File: config.mk
export PLATFORM = sky130hd
export DESIGN_NAME = system_vector_lvd_control
export DESIGN_NICKNAME = d
export VERILOG_FILES = /design/src/hw/vector_rom.v /design/src/hw/system_vector_lvd_control.v
export VERILOG_INCLUDE_DIRS = /design/src /design/src/pkg
export SDC_FILE = /design/constraint.sdc
export NUM_CORES = 1
export LEC_CHECK = 0
export ABC_CLOCK_PERIOD_IN_PS = 1300
export BUFFER_PORTS_ARGS = -buffer_cell sky130_fd_sc_hd__buf_2
export CAP_MARGIN = 20
export CELL_PAD_IN_SITES_DETAIL_PLACEMENT = 1
export CELL_PAD_IN_SITES_GLOBAL_PLACEMENT = 1
export CORE_MARGIN = 2
export CORE_UTILIZATION = 33
export DETAILED_ROUTE_END_ITERATION = 8
export GPL_ROUTABILITY_DRIVEN = 1
export PLACE_DENSITY_LB_ADDON = 0.08
export SETUP_SLACK_MARGIN = 0.2
export SKIP_LAST_GASP = 1
export SLEW_MARGIN = 40
export SYNTH_ARGS = -nofsm -noshare
export SYNTH_HDL_FRONTEND = slang
export SYNTH_SLANG_ARGS = --single-unit
File: constraint.sdc
create_clock -name CORE_CLK -period 1.3 [get_ports CORE_CLK]
set_input_delay 0.065 -clock CORE_CLK [delete_from_list [all_inputs] [get_ports CORE_CLK]]
set_output_delay 0.065 -clock CORE_CLK [all_outputs]
set_load 0.02 [all_outputs]
File: src/pkg/sysctl_defines.vh
`ifndef SYSCTL_DEFINES_VH
`define SYSCTL_DEFINES_VH

// ************************************************************
// vector addresses (high byte at even address, low byte next)
// ************************************************************
`define VEC_TIMER1_OVF   16'hffe8
`define VEC_TIMER1_CH5   16'hffea
`define VEC_TIMER1_CH4   16'hffec
`define VEC_TIMER1_CH3   16'hffee
`define VEC_TIMER1_CH2   16'hfff0
`define VEC_TIMER1_CH1   16'hfff2
`define VEC_TIMER1_CH0   16'hfff4
`define VEC_LOSS_LOCK    16'hfff6
`define VEC_WARNING      16'hfff8
`define VEC_EXT_PIN      16'hfffa
`define VEC_SOFTWARE     16'hfffc
`define VEC_RESET        16'hfffe
`define VEC_BASE         16'hffe8
`define VEC_COUNT        12

// ************************************************************
// reset cause status bit positions
// ************************************************************
`define RCS_POWER_ON     7
`define RCS_PIN          6
`define RCS_WATCHDOG     5
`define RCS_ILL_OPCODE   4
`define RCS_ILL_ADDR     3
`define RCS_LOSS_CLOCK   2
`define RCS_LOW_VOLTAGE  1
`define RCS_RESET_VAL    8'h82

// ************************************************************
// stop mode request codes
// ************************************************************
`define STOP_NONE        2'h0
`define STOP_SHALLOW     2'h1
`define STOP_DEEP        2'h2

`endif

File: src/hw/vector_rom.v
`timescale 1ns/1ps
`default_nettype none
`include "sysctl_defines.vh"

// ************************************************************
// handler address table, registered byte read
// ************************************************************
module vector_rom #(
  parameter [16*`VEC_COUNT-1:0] HANDLERS = {`VEC_COUNT{16'h8000}}
) (
  input  wire       clk,
  input  wire [4:0] addr,
  output reg  [7:0] rdata
);
  wire [3:0]  idx   = addr[4:1];
  wire [15:0] entry = HANDLERS[idx*16 +: 16];

  always @(posedge clk) begin
    if (idx < `VEC_COUNT)
      rdata <= addr[0] ? entry[7:0] : entry[15:8];
    else
      rdata <= 8'h00;
  end
endmodule // vector_rom

`default_nettype wire

File: src/hw/system_vector_lvd_control.v
`timescale 1ns/1ps
`default_nettype none
`include "sysctl_defines.vh"

// Contract
// - vectors rank by address; timer1 overflow lowest, reset vector highest
// - watchdog, clock loss, low voltage, pin, illegal op/address, power-on share reset
// - handler address stored high byte first, low byte at next address
// - event sets flag; request to CPU only while local enable is 1 (software has none); code sets warning flag only while warning irq enable is 1
// - low-voltage detector operates only while its enable bit is 1
// - entering stop turns detector off unless stop-enable bit set
// - detector enable plus stop-enable turns deep stop into shallow stop
// - after power-on, hold reset until supply above low threshold; set both flags
// - reset-enable bit makes low voltage raise reset; threshold picked by select bit
// - after low-voltage reset, hold until supply recovers; low-voltage flag set
// - warning with irq enable sets warning flag and requests warning vector
// - clock output off when select field is all zero
// - nonzero select drives divided bus clock on pin, overriding direction
// - software vector below reset, no enable; external pin vector below it, gated
module system_vector_lvd_control #(
  parameter       SEL_W    = 3,
  parameter [8*(1<<SEL_W)-1:0] DIV_MAP = 64'h8040201008040201,
  parameter [16*`VEC_COUNT-1:0] HANDLERS = {`VEC_COUNT{16'h8000}}
) (
  // clock and reset
  input  wire             CORE_CLK,
  input  wire             RSTN,
  // peripheral interrupt flags and local enables
  input  wire [6:0]       TIMER1_FLAGS,
  input  wire [6:0]       TIMER1_IRQ_EN,
  input  wire             LOSS_LOCK_FLAG,
  input  wire             LOSS_LOCK_IRQ_EN,
  input  wire             EXTERNAL_PIN_FLAG,
  input  wire             EXTERNAL_PIN_IRQ_ENABLE,
  input  wire             SOFTWARE_IRQ,
  // reset sources
  input  wire             WATCHDOG_ENABLE,
  input  wire             WATCHDOG_TIMEOUT,
  input  wire             CLOCK_MONITOR_ENABLE,
  input  wire             CLOCK_LOST,
  input  wire             EXT_RESET_N,
  input  wire             ILLEGAL_OPCODE,
  input  wire             ILLEGAL_ADDRESS,
  input  wire             POWER_ON,
  // voltage supervision control and analog status
  input  wire             VOLTAGE_DETECTOR_ENABLE,
  input  wire             VOLTAGE_DETECTOR_STOP_ENABLE,
  input  wire             VOLTAGE_DETECTOR_RESET_ENABLE,
  input  wire             VOLTAGE_THRESHOLD_SELECT,
  input  wire             VOLTAGE_WARNING_IRQ_ENABLE,
  input  wire             VOLTAGE_WARNING_ACK,
  input  wire             SUPPLY_BELOW_LOW,
  input  wire             SUPPLY_BELOW_HIGH,
  input  wire             SUPPLY_WARNING,
  // stop mode
  input  wire [1:0]       STOP_REQUEST,
  // vector fetch
  input  wire [4:0]       VECTOR_ADDR,
  // clock output
  input  wire [SEL_W-1:0] CLOCK_OUT_DIVIDER_SELECT,
  input  wire             PORT_A_BIT_ZERO_DATA,
  input  wire             PORT_A_BIT_ZERO_DIR,
  // outputs
  output reg              CPU_IRQ,
  output reg  [15:0]      PENDING_VECTOR,
  output wire [7:0]       VECTOR_DATA,
  output reg              SYSTEM_RESET,
  output reg  [7:0]       RESET_CAUSE_STATUS,
  output reg              VOLTAGE_WARNING_FLAG,
  output reg              DETECTOR_ACTIVE,
  output reg  [1:0]       STOP_MODE_ENTERED,
  output reg              PORT_A_BIT_ZERO_PIN_O,
  output reg              PORT_A_BIT_ZERO_PIN_OE
);

  // ************************************************************
  // reset release
  // ************************************************************
  reg rst_s1_q;
  reg rst_s2_q;
  always @(posedge CORE_CLK or negedge RSTN) begin
    if (!RSTN) begin
      rst_s1_q <= 1'b0;
      rst_s2_q <= 1'b0;
    end else begin
      rst_s1_q <= 1'b1;
      rst_s2_q <= rst_s1_q;
    end
  end
  wire rst_n = rst_s2_q;

  // ************************************************************
  // detector state and stop mode
  // ************************************************************
  reg  in_stop_q;
  wire det_on = VOLTAGE_DETECTOR_ENABLE &&
                (!in_stop_q || VOLTAGE_DETECTOR_STOP_ENABLE);
  wire below_thr = VOLTAGE_THRESHOLD_SELECT ? SUPPLY_BELOW_HIGH : SUPPLY_BELOW_LOW;
  wire lv_event  = det_on && VOLTAGE_DETECTOR_RESET_ENABLE && below_thr;

  reg [1:0] stop_d;
  always @* begin
    stop_d = STOP_REQUEST;
    if (STOP_REQUEST == `STOP_DEEP && VOLTAGE_DETECTOR_ENABLE &&
        VOLTAGE_DETECTOR_STOP_ENABLE)
      stop_d = `STOP_SHALLOW;
    else if (STOP_REQUEST != `STOP_SHALLOW && STOP_REQUEST != `STOP_DEEP)
      stop_d = `STOP_NONE;
  end

  always @(posedge CORE_CLK or negedge rst_n) begin
    if (!rst_n) begin
      in_stop_q         <= 1'b0;
      STOP_MODE_ENTERED <= `STOP_NONE;
      DETECTOR_ACTIVE   <= 1'b0;
    end else begin
      in_stop_q         <= (stop_d != `STOP_NONE);
      STOP_MODE_ENTERED <= stop_d;
      DETECTOR_ACTIVE   <= det_on;
    end
  end

  // ************************************************************
  // reset sequencing and cause status
  // ************************************************************
  localparam ST_RUN     = 2'h0;
  localparam ST_POR     = 2'h1;
  localparam ST_LVHOLD  = 2'h2;
  localparam ST_OTHER   = 2'h3;

  reg [1:0] state_q;
  reg [1:0] state_d;
  reg [7:0] cause_d;
  wire other_src = (WATCHDOG_ENABLE && WATCHDOG_TIMEOUT) ||
                   (CLOCK_MONITOR_ENABLE && CLOCK_LOST) ||
                   !EXT_RESET_N || ILLEGAL_OPCODE || ILLEGAL_ADDRESS;

  always @* begin
    state_d = state_q;
    cause_d = RESET_CAUSE_STATUS;
    case (state_q)
      ST_RUN: begin
        if (POWER_ON) begin
          state_d = ST_POR;
        end else if (lv_event) begin
          state_d = ST_LVHOLD;
          cause_d = 8'h00;
          cause_d[`RCS_LOW_VOLTAGE] = 1'b1;
        end else if (other_src) begin
          state_d = ST_OTHER;
          cause_d = 8'h00;
          cause_d[`RCS_PIN]        = !EXT_RESET_N;
          cause_d[`RCS_WATCHDOG]   = WATCHDOG_ENABLE && WATCHDOG_TIMEOUT;
          cause_d[`RCS_ILL_OPCODE] = ILLEGAL_OPCODE;
          cause_d[`RCS_ILL_ADDR]   = ILLEGAL_ADDRESS;
          cause_d[`RCS_LOSS_CLOCK] = CLOCK_MONITOR_ENABLE && CLOCK_LOST;
        end
      end
      ST_POR: begin
        cause_d = `RCS_RESET_VAL;
        if (!POWER_ON && !SUPPLY_BELOW_LOW)
          state_d = ST_RUN;
      end
      ST_LVHOLD: begin
        if (POWER_ON)
          state_d = ST_POR;
        else if (!below_thr)
          state_d = ST_RUN;
      end
      ST_OTHER: begin
        if (POWER_ON)
          state_d = ST_POR;
        else if (!other_src)
          state_d = ST_RUN;
      end
      default: state_d = ST_POR;
    endcase
  end

  always @(posedge CORE_CLK or negedge rst_n) begin
    if (!rst_n) begin
      state_q            <= ST_POR;
      RESET_CAUSE_STATUS <= `RCS_RESET_VAL;
      SYSTEM_RESET       <= 1'b1;
    end else begin
      state_q            <= state_d;
      RESET_CAUSE_STATUS <= cause_d;
      SYSTEM_RESET       <= (state_d != ST_RUN);
    end
  end

  // ************************************************************
  // low-voltage warning flag
  // ************************************************************
  wire warn_set = det_on && VOLTAGE_WARNING_IRQ_ENABLE && SUPPLY_WARNING;
  always @(posedge CORE_CLK or negedge rst_n) begin
    if (!rst_n)
      VOLTAGE_WARNING_FLAG <= 1'b0;
    else if (warn_set)
      VOLTAGE_WARNING_FLAG <= 1'b1;
    else if (VOLTAGE_WARNING_ACK)
      VOLTAGE_WARNING_FLAG <= 1'b0;
  end

  // ************************************************************
  // interrupt priority, lowest index lowest priority
  // ************************************************************
  wire [`VEC_COUNT-2:0] req;
  genvar g;
  generate
    for (g = 0; g < 7; g = g + 1) begin : g_tmr
      assign req[g] = TIMER1_FLAGS[g] && TIMER1_IRQ_EN[g];
    end
  endgenerate
  assign req[7]  = LOSS_LOCK_FLAG && LOSS_LOCK_IRQ_EN;
  assign req[8]  = VOLTAGE_WARNING_FLAG && VOLTAGE_WARNING_IRQ_ENABLE;
  assign req[9]  = EXTERNAL_PIN_FLAG && EXTERNAL_PIN_IRQ_ENABLE;
  assign req[10] = SOFTWARE_IRQ;

  reg [15:0] vec_d;
  integer i;
  always @* begin
    vec_d = `VEC_RESET;
    if (!SYSTEM_RESET) begin
      vec_d = 16'h0000;
      for (i = 0; i < `VEC_COUNT - 1; i = i + 1)
        if (req[i])
          vec_d = `VEC_BASE + {i[14:0], 1'b0};
    end
  end

  always @(posedge CORE_CLK or negedge rst_n) begin
    if (!rst_n) begin
      CPU_IRQ        <= 1'b0;
      PENDING_VECTOR <= `VEC_RESET;
    end else begin
      CPU_IRQ        <= !SYSTEM_RESET && (|req);
      PENDING_VECTOR <= vec_d;
    end
  end

  vector_rom #(
    .HANDLERS (HANDLERS)
  ) u_rom (
    .clk   (CORE_CLK),
    .addr  (VECTOR_ADDR),
    .rdata (VECTOR_DATA)
  );

  // ************************************************************
  // clock output divider
  // ************************************************************
  reg  [7:0] div_cnt_q;
  reg        clk_out_q;
  wire       clk_out_on = |CLOCK_OUT_DIVIDER_SELECT;
  wire [7:0] ratio = DIV_MAP[CLOCK_OUT_DIVIDER_SELECT*8 +: 8];
  wire [7:0] half  = (ratio > 8'h01) ? {1'b0, ratio[7:1]} : 8'h01;
  wire       tick  = (div_cnt_q + 8'h01 >= half);

  always @(posedge CORE_CLK or negedge rst_n) begin
    if (!rst_n) begin
      div_cnt_q              <= 8'h00;
      clk_out_q              <= 1'b0;
      PORT_A_BIT_ZERO_PIN_O  <= 1'b0;
      PORT_A_BIT_ZERO_PIN_OE <= 1'b0;
    end else begin
      if (!clk_out_on) begin
        div_cnt_q <= 8'h00;
        clk_out_q <= 1'b0;
      end else if (tick) begin
        div_cnt_q <= 8'h00;
        clk_out_q <= (ratio == 8'h01) ? 1'b1 : !clk_out_q;
      end else begin
        div_cnt_q <= div_cnt_q + 8'h01;
      end
      PORT_A_BIT_ZERO_PIN_O  <= clk_out_on ? clk_out_q : PORT_A_BIT_ZERO_DATA;
      PORT_A_BIT_ZERO_PIN_OE <= clk_out_on ? 1'b1 : PORT_A_BIT_ZERO_DIR;
    end
  end

endmodule // system_vector_lvd_control

`default_nettype wire

==> results.sh, run 1 <==
export IMPL_path_buf_inv=0
export IMPL_p_leak_uw=0.00150
export IMPL_violations="negative setup slack"
export IMPL_reg2reg_to="clk_out_q"
export IMPL_setup_viol=12
export IMPL_hold_viol=0
export IMPL_layoutNonFillerInstCount=385
export IMPL_crit_required_ns=1.52
export IMPL_dpl_cell_area_um2=2480
export IMPL_nNetsFinal=370
export IMPL_cts_tree="built"
export IMPL_chipHeight_um=79.9
export IMPL_synth_seq_cells=35
export IMPL_synth_area_leaders="dfrtp_1, dfstp_2, buf_4"
export IMPL_synth_compound_area_share_pct=12.4
export IMPL_vias_per_cell=4.80
export IMPL_ys_types=43
export IMPL_synthXorXnorAreaFrac_pct=3.22
export IMPL_ant_nets=0
export IMPL_drt_iter0_markers=40
export IMPL_ys_warn_count=0
export IMPL_grt_overflow=0
export IMPL_ios=90
export IMPL_synth_async_reset_ratio_pct=97.1
export IMPL_grt_first_pass_wirelength_mm=8.96
export IMPL_setup_ws_ns=-0.699
export IMPL_cp_top_family="compound AO/OA/AOI/OAI gates"
export IMPL_wl_mm=5.67
export IMPL_fin_setup_tns_ns=-5.34
export IMPL_synthToLayoutAreaGrowth_pct=64.9
export IMPL_dp_slack_ns=-0.728
export IMPL_dp_cells=351
export IMPL_antennaDiodeCount=0
export IMPL_syn_avg_cell_area_um2=9.61
export IMPL_synth_cells=198
export IMPL_ys_flop_type="dfrtp_1"
export IMPL_crit_slowest_cell="dfrtp_1"
export IMPL_r2r_start="div_cnt_q[3]"
export IMPL_whs_path_depth=3
export IMPL_grt_max_degree=17
export IMPL_synth_edf_count=0
export IMPL_cap_violations=0
export IMPL_avgRoutedWirePerCell_um=14.7
export IMPL_slowest_delay_ns=0.43
export IMPL_clock_sinks=35
export IMPL_grt_total_usage_pct=18.2
export IMPL_synth_mux_area_share_pct=1.18
export IMPL_path_clk_slew_ns=0.09
export IMPL_path_class="reg2reg"
export IMPL_status="finished, violations left"
export IMPL_dieArea_um2=6390
export IMPL_ctsRootBufferMaster="clkbuf_8"
export IMPL_die_w_um=79.9
export IMPL_clock_latency_ns=0.30
export IMPL_worstPathArrival_ns=2.22
export IMPL_irDropWorstVdd_mv=0.531
export IMPL_stdcell_area_um2=3140
export IMPL_synth_top_family_by_area="simple AND/OR/NAND/NOR gates"
export IMPL_clock_path_buffers=2
export IMPL_period_share_pct=154
export IMPL_synth_fa_ha_area_share_pct=5.26
export IMPL_syn_area_um2=1900
export IMPL_coreArea_um2=5540
export IMPL_hpwl_mm=3.83
export IMPL_rsz0062_at_grt="true"
export IMPL_drt_pass1_iter_count=5
export IMPL_hold_start="ILLEGAL_ADDRESS"
export IMPL_synth_area_leader_cell="dfrtp_1"
export IMPL_crit_path_end_kind="flip-flop"
export IMPL_start_util_pct=34.3
export IMPL_utilization_pct=56.6
export IMPL_startpoint_type="flip-flop"
export IMPL_synth_seq_area_share_pct=46.4
export IMPL_hold_end="RESET_CAUSE_STATUS[3]"
export IMPL_cts_made_buffers=5
export IMPL_antenna_found_initial=0
export IMPL_fmax_mhz=500
export IMPL_power_density_nw_per_um2=1000
export IMPL_post_route_min_period_ns=2.00
export IMPL_rrSetupSlack_ns=-0.70
export IMPL_slew_viol_final=0
export IMPL_remaining_drc_errors=0
export IMPL_synth_simple_gate_area_share_pct=21.5
export IMPL_globalplace_congestion=0.762
export IMPL_crit_fanout=4
export IMPL_finClkSkew_ns=0.0147
export IMPL_reg2reg_depth=8
export IMPL_vias=1847
export IMPL_grt_pass1_vias=1981
export IMPL_hp_class="in2reg"
export IMPL_drive_gt1_share_pct=55.6
export IMPL_path_cells="and4_4 > nand2_4 > xnor2_4 > ha_4 > nand3_1 > a211o_1 > a311o_1 > o21ai_2"
export IMPL_htreeDepth=2
export IMPL_fp_row_count=27
export IMPL_yosys_area_top_type_share_pct=32.9
export IMPL_port_buffers=78
-- synth_stat cells (4+ instances only) --
| master | number |
|---|---|
| nand3_1 | 18 |
| nand2b_1 | 6 |
| nor3_1 | 4 |
| a21oi_1 | 9 |
| nor2b_1 | 5 |
| nand2_1 | 23 |
| inv_1 | 8 |
| buf_4 | 19 |
| xor2_1 | 4 |
| o21ai_0 | 10 |
| dfrtp_1 | 25 |
| nor2_1 | 8 |
| dfstp_2 | 9 |
| ha_1 | 8 |
-- kinds of logic (layout without fill, tap and decap cells) --
family                   count (synthesis)  after routing
AO/OA/AOI/OAI                           35             36
multiplexers                             2              2
AND/OR/NAND/NOR                         79             79
flip-flops                              35             35
XOR/XNOR                                 7              7
adder cells (fa/ha/maj)                  8              8
other                                    2             11
buffers and inverters                   30            135
-- per-stage QoR --
stage	power (uW)	hold WS, ns
CTS	3130	0.00535
floorplan	1770	-0.231
finish	3140	0.0113
global placement	1990	-0.147
detailed placement	2010	-0.145
global route	3310	0.0227
-- what timing repair did --
item                                   in CTS  in global routing
setup endpoints to repair                  30                 33
pin swaps                                  11                 15
gates cloned                                1                  0
hold buffers                                8                  0
setup buffers                              11                  6
endpoints found under the hold margin       7                  0
gates resized for setup                    57                 16
-- metal layers --
metal,part of all wire [%],vias to the layer above,global-route usage (%)
li1,-,893,-
met1,40,897,19.8
met2,55,49,34.8
met3,3.8,8,3.85
met4,1.1,0,5.76
met5,0,-,0
-- layout by cell type, fill, tap and decap left out, drive strengths merged, types with 2 or more instances in the layout --
master       synthesis  layout
a21oi                9       9
nor2b                5       5
nand3b               3       3
a22oi                2       2
nand4                3       3
mux2                 2       2
nand2               23      23
nor3b                2       2
xnor2                3       3
dfrtp               25      25
clkbuf               3       5
nor2                 8       8
and2                 2       2
nand2b               6       6
buf                 19     111
nand3               18      18
conb                 2      11
a31oi                2       2
dfstp                9       9
o21ai               12      13
dlygate4sd3          0       8
ha                   8       8
clkinv               0       2
nor3                 4       4
inv                  8       8
xor2                 4       4
-- flip-flops by register name, summed over array words and instances, names as in the netlist, 2 cells and up --
signal and count:
RESET_CAUSE_STATUS 7, PENDING_VECTOR 5, div_cnt_q 8, STOP_MODE_ENTERED 2
state_q 2
-- cell type report --
| cell class | count | area, um2 |
|---|---|---|
| sequential | 35 | 887 |
| tap | 72 | 90.1 |
| fill | 650 | 2400 |
| timing repair buffer | 119 | 818 |
| multi-input combinational | 143 | 1200 |
| clock buffer | 5 | 68.8 |
| clock inverter | 3 | 43.8 |
| inverter | 8 | 30.0 |
-- worst max path at each step --
stage,from,end,slack (ns),cells past startpoint
after floorplan,div_cnt_q[2],clk_out_q,-0.53,8
after global placement,div_cnt_q[0],clk_out_q,-0.74,7
after detailed placement,div_cnt_q[0],clk_out_q,-0.73,7
after CTS,div_cnt_q[0],clk_out_q,-0.65,8
after global routing,div_cnt_q[3],div_cnt_q[2],-0.82,8
final,div_cnt_q[3],clk_out_q,-0.70,8
-- power by group --
group	internal [uW]	leakage, uW	switching, uW
combinational	419	0.00102	453
clock	571	0.0000581	427
sequential	1200	0.000421	73.2
-- worst reg2reg max path: stages (launching register included) --
cell and delay [ns]:
dfrtp_1 0.43, and4_4 0.28, nand2_4 0.07, xnor2_4 0.15, ha_4 0.28, nand3_1 0.08, a211o_1 0.30, a311o_1 0.30
o21ai_2 0.05
Power figures use the tool's default switching activity.
==> run 2, diff against run 1 <==
- ABC_CLOCK_PERIOD_IN_PS: 1300 -> 1900
- CORE_MARGIN: 2 -> default
- clock period: 1.3 -> 1.9 ns (I/O delays scaled with it)
==> results.sh, run 2 (same netlist as run 1, synthesis figures left out) <==
export IMPL_power_density_nw_per_um2=703
export IMPL_violations="negative setup slack"
export IMPL_coreArea_um2=5540
export IMPL_cts_made_buffers=5
export IMPL_fp_row_count=27
export IMPL_clock_path_buffers=2
export IMPL_rrSetupSlack_ns=-0.16
export IMPL_ant_nets=0
export IMPL_crit_fanout=4
export IMPL_rsz0062_at_grt="true"
export IMPL_whs_path_depth=2
export IMPL_start_util_pct=34.3
export IMPL_status="finished, violations left"
export IMPL_mostFrequentLayoutCell="buf_2"
export IMPL_chipHeight_um=77.9
export IMPL_path_clk_slew_ns=0.07
export IMPL_setup_viol=8
export IMPL_grt_pass1_vias=1720
export IMPL_largest_reg_flops=8
export IMPL_crit_path_end_kind="flip-flop"
export IMPL_r2r_start="div_cnt_q[2]"
export IMPL_hold_viol=0
export IMPL_remaining_drc_errors=0
export IMPL_antennaDiodeCount=0
export IMPL_reg2reg_depth=8
export IMPL_antenna_found_initial=0
export IMPL_p_leak_uw=0.00137
export IMPL_dieArea_um2=6070
export IMPL_irDropWorstVdd_mv=0.330
export IMPL_ctsRootBufferMaster="clkbuf_8"
export IMPL_grt_overflow=0
export IMPL_slew_viol_final=0
export IMPL_grt_max_degree=33
export IMPL_grt_total_usage_pct=16.9
export IMPL_fmax_mhz=486
export IMPL_cts_tree="built"
export IMPL_clock_latency_ns=0.27
export IMPL_post_route_min_period_ns=2.06
export IMPL_ios=90
export IMPL_clock_sinks=35
export IMPL_period_share_pct=108
export IMPL_grt_first_pass_wirelength_mm=7.98
export IMPL_hpwl_mm=3.44
export IMPL_hp_class="in2reg"
export IMPL_drive_gt1_share_pct=51.2
export IMPL_fin_setup_tns_ns=-0.987
export IMPL_path_class="reg2reg"
export IMPL_reg2reg_to="clk_out_q"
export IMPL_max_flop_register="div_cnt_q"
export IMPL_cap_violations=0
export IMPL_startpoint_type="flip-flop"
export IMPL_die_w_um=77.9
export IMPL_drt_pass1_iter_count=4
export IMPL_utilization_pct=50.4
export IMPL_worstPathArrival_ns=2.26
export IMPL_dp_slack_ns=-0.121
export IMPL_crit_required_ns=2.11
export IMPL_setup_ws_ns=-0.159
export IMPL_avgRoutedWirePerCell_um=13.5
export IMPL_nNetsFinal=360
export IMPL_globalplace_congestion=0.833
export IMPL_cp_startpoint="div_cnt_q[2]"
export IMPL_finClkSkew_ns=0.00490
export IMPL_synthToLayoutAreaGrowth_pct=46.7
export IMPL_vias_per_cell=4.65
export IMPL_port_buffers=78
export IMPL_most_common_layout_cells="buf_2, buf_4, dfrtp_1"
export IMPL_reg_top3="div_cnt_q x8, RESET_CAUSE_STATUS x7, PENDING_VECTOR x5"
export IMPL_wl_mm=5.05
export IMPL_drt_iter0_markers=49
export IMPL_hold_start="STOP_REQUEST[0]"
export IMPL_htreeDepth=2
export IMPL_vias=1745
export IMPL_hold_end="in_stop_q"
run 2: cell types whose count changed in the layout (fill, tap and decap cells not counted), moves of 3 or more:
cell / delta
buf_2: +13
buf_6: -17
dlygate4sd3_1: -5
ha_4: -3
nor3_1: +3
o21ai_0: +5
o21ai_1: -4
run 2: worst max path at each step:
stage,to,slack (ns),depth (start not counted)
3_5_place_dp,clk_out_q,-0.12,7
2_1_floorplan,clk_out_q,0.09,8
4_1_cts,clk_out_q,-0.09,8
3_3_place_gp,clk_out_q,-0.05,8
5_1_grt,div_cnt_q[3],-0.26,9
6_report,clk_out_q,-0.16,8
run 2: power breakdown:
| part | internal [uW] | switching, uW |
|---|---|---|
| Clock | 331 | 243 |
| Sequential | 820 | 47.7 |
| Combinational | 239 | 280 |
run 2: final cells by class:
| type | instances | area, um2 |
|---|---|---|
| Sequential cell | 35 | 885 |
| Inverter | 8 | 30.0 |
| Timing Repair Buffer | 110 | 642 |
| Tap cell | 72 | 90.1 |
| Multi-Input combinational cell | 142 | 1040 |
| Clock buffer | 8 | 100 |
| Fill cell | 679 | 2750 |
run 2: metal layers:
| layer | GRT usage [%] | share of wire [%] |
|---|---|---|
| met5 | 0 | 0 |
| met4 | 5.19 | 0.91 |
| met3 | 4.12 | 4.6 |
| met2 | 30.3 | 53 |
| met1 | 19.7 | 41 |
run 2: critical path, cell delays in order, from the launching register on:
cell	delay, ns
dfrtp_1	0.42
and4_1	0.25
nand2_2	0.08
xnor2_2	0.15
ha_1	0.33
nand3_2	0.07
a211o_1	0.34
a311o_1	0.30
o21ai_2	0.06
run 2: stage by stage:
step           hold WS (ns)  instance area (um2)  instances  total power (uW)
2_1_floorplan        -0.201                 1990        207              1180
3_3_place_gp         -0.118                 2390        347              1320
3_5_place_dp         -0.115                 2390        347              1320
4_1_cts            0.000890                 2690        367              1960
5_1_grt             0.00990                 2790        375              2070
6_report             0.0129                 2790        375              1960
run 2: timing repair:
| item | 4_1_cts | 5_1_grt |
|---|---|---|
| setup endpoints to repair | 8 | 8 |
| setup buffers | 9 | 8 |
| hold endpoints to repair | 3 | 0 |
| pin swaps | 6 | 11 |
| hold buffers | 3 | 0 |
| gates resized for setup | 15 | 11 |
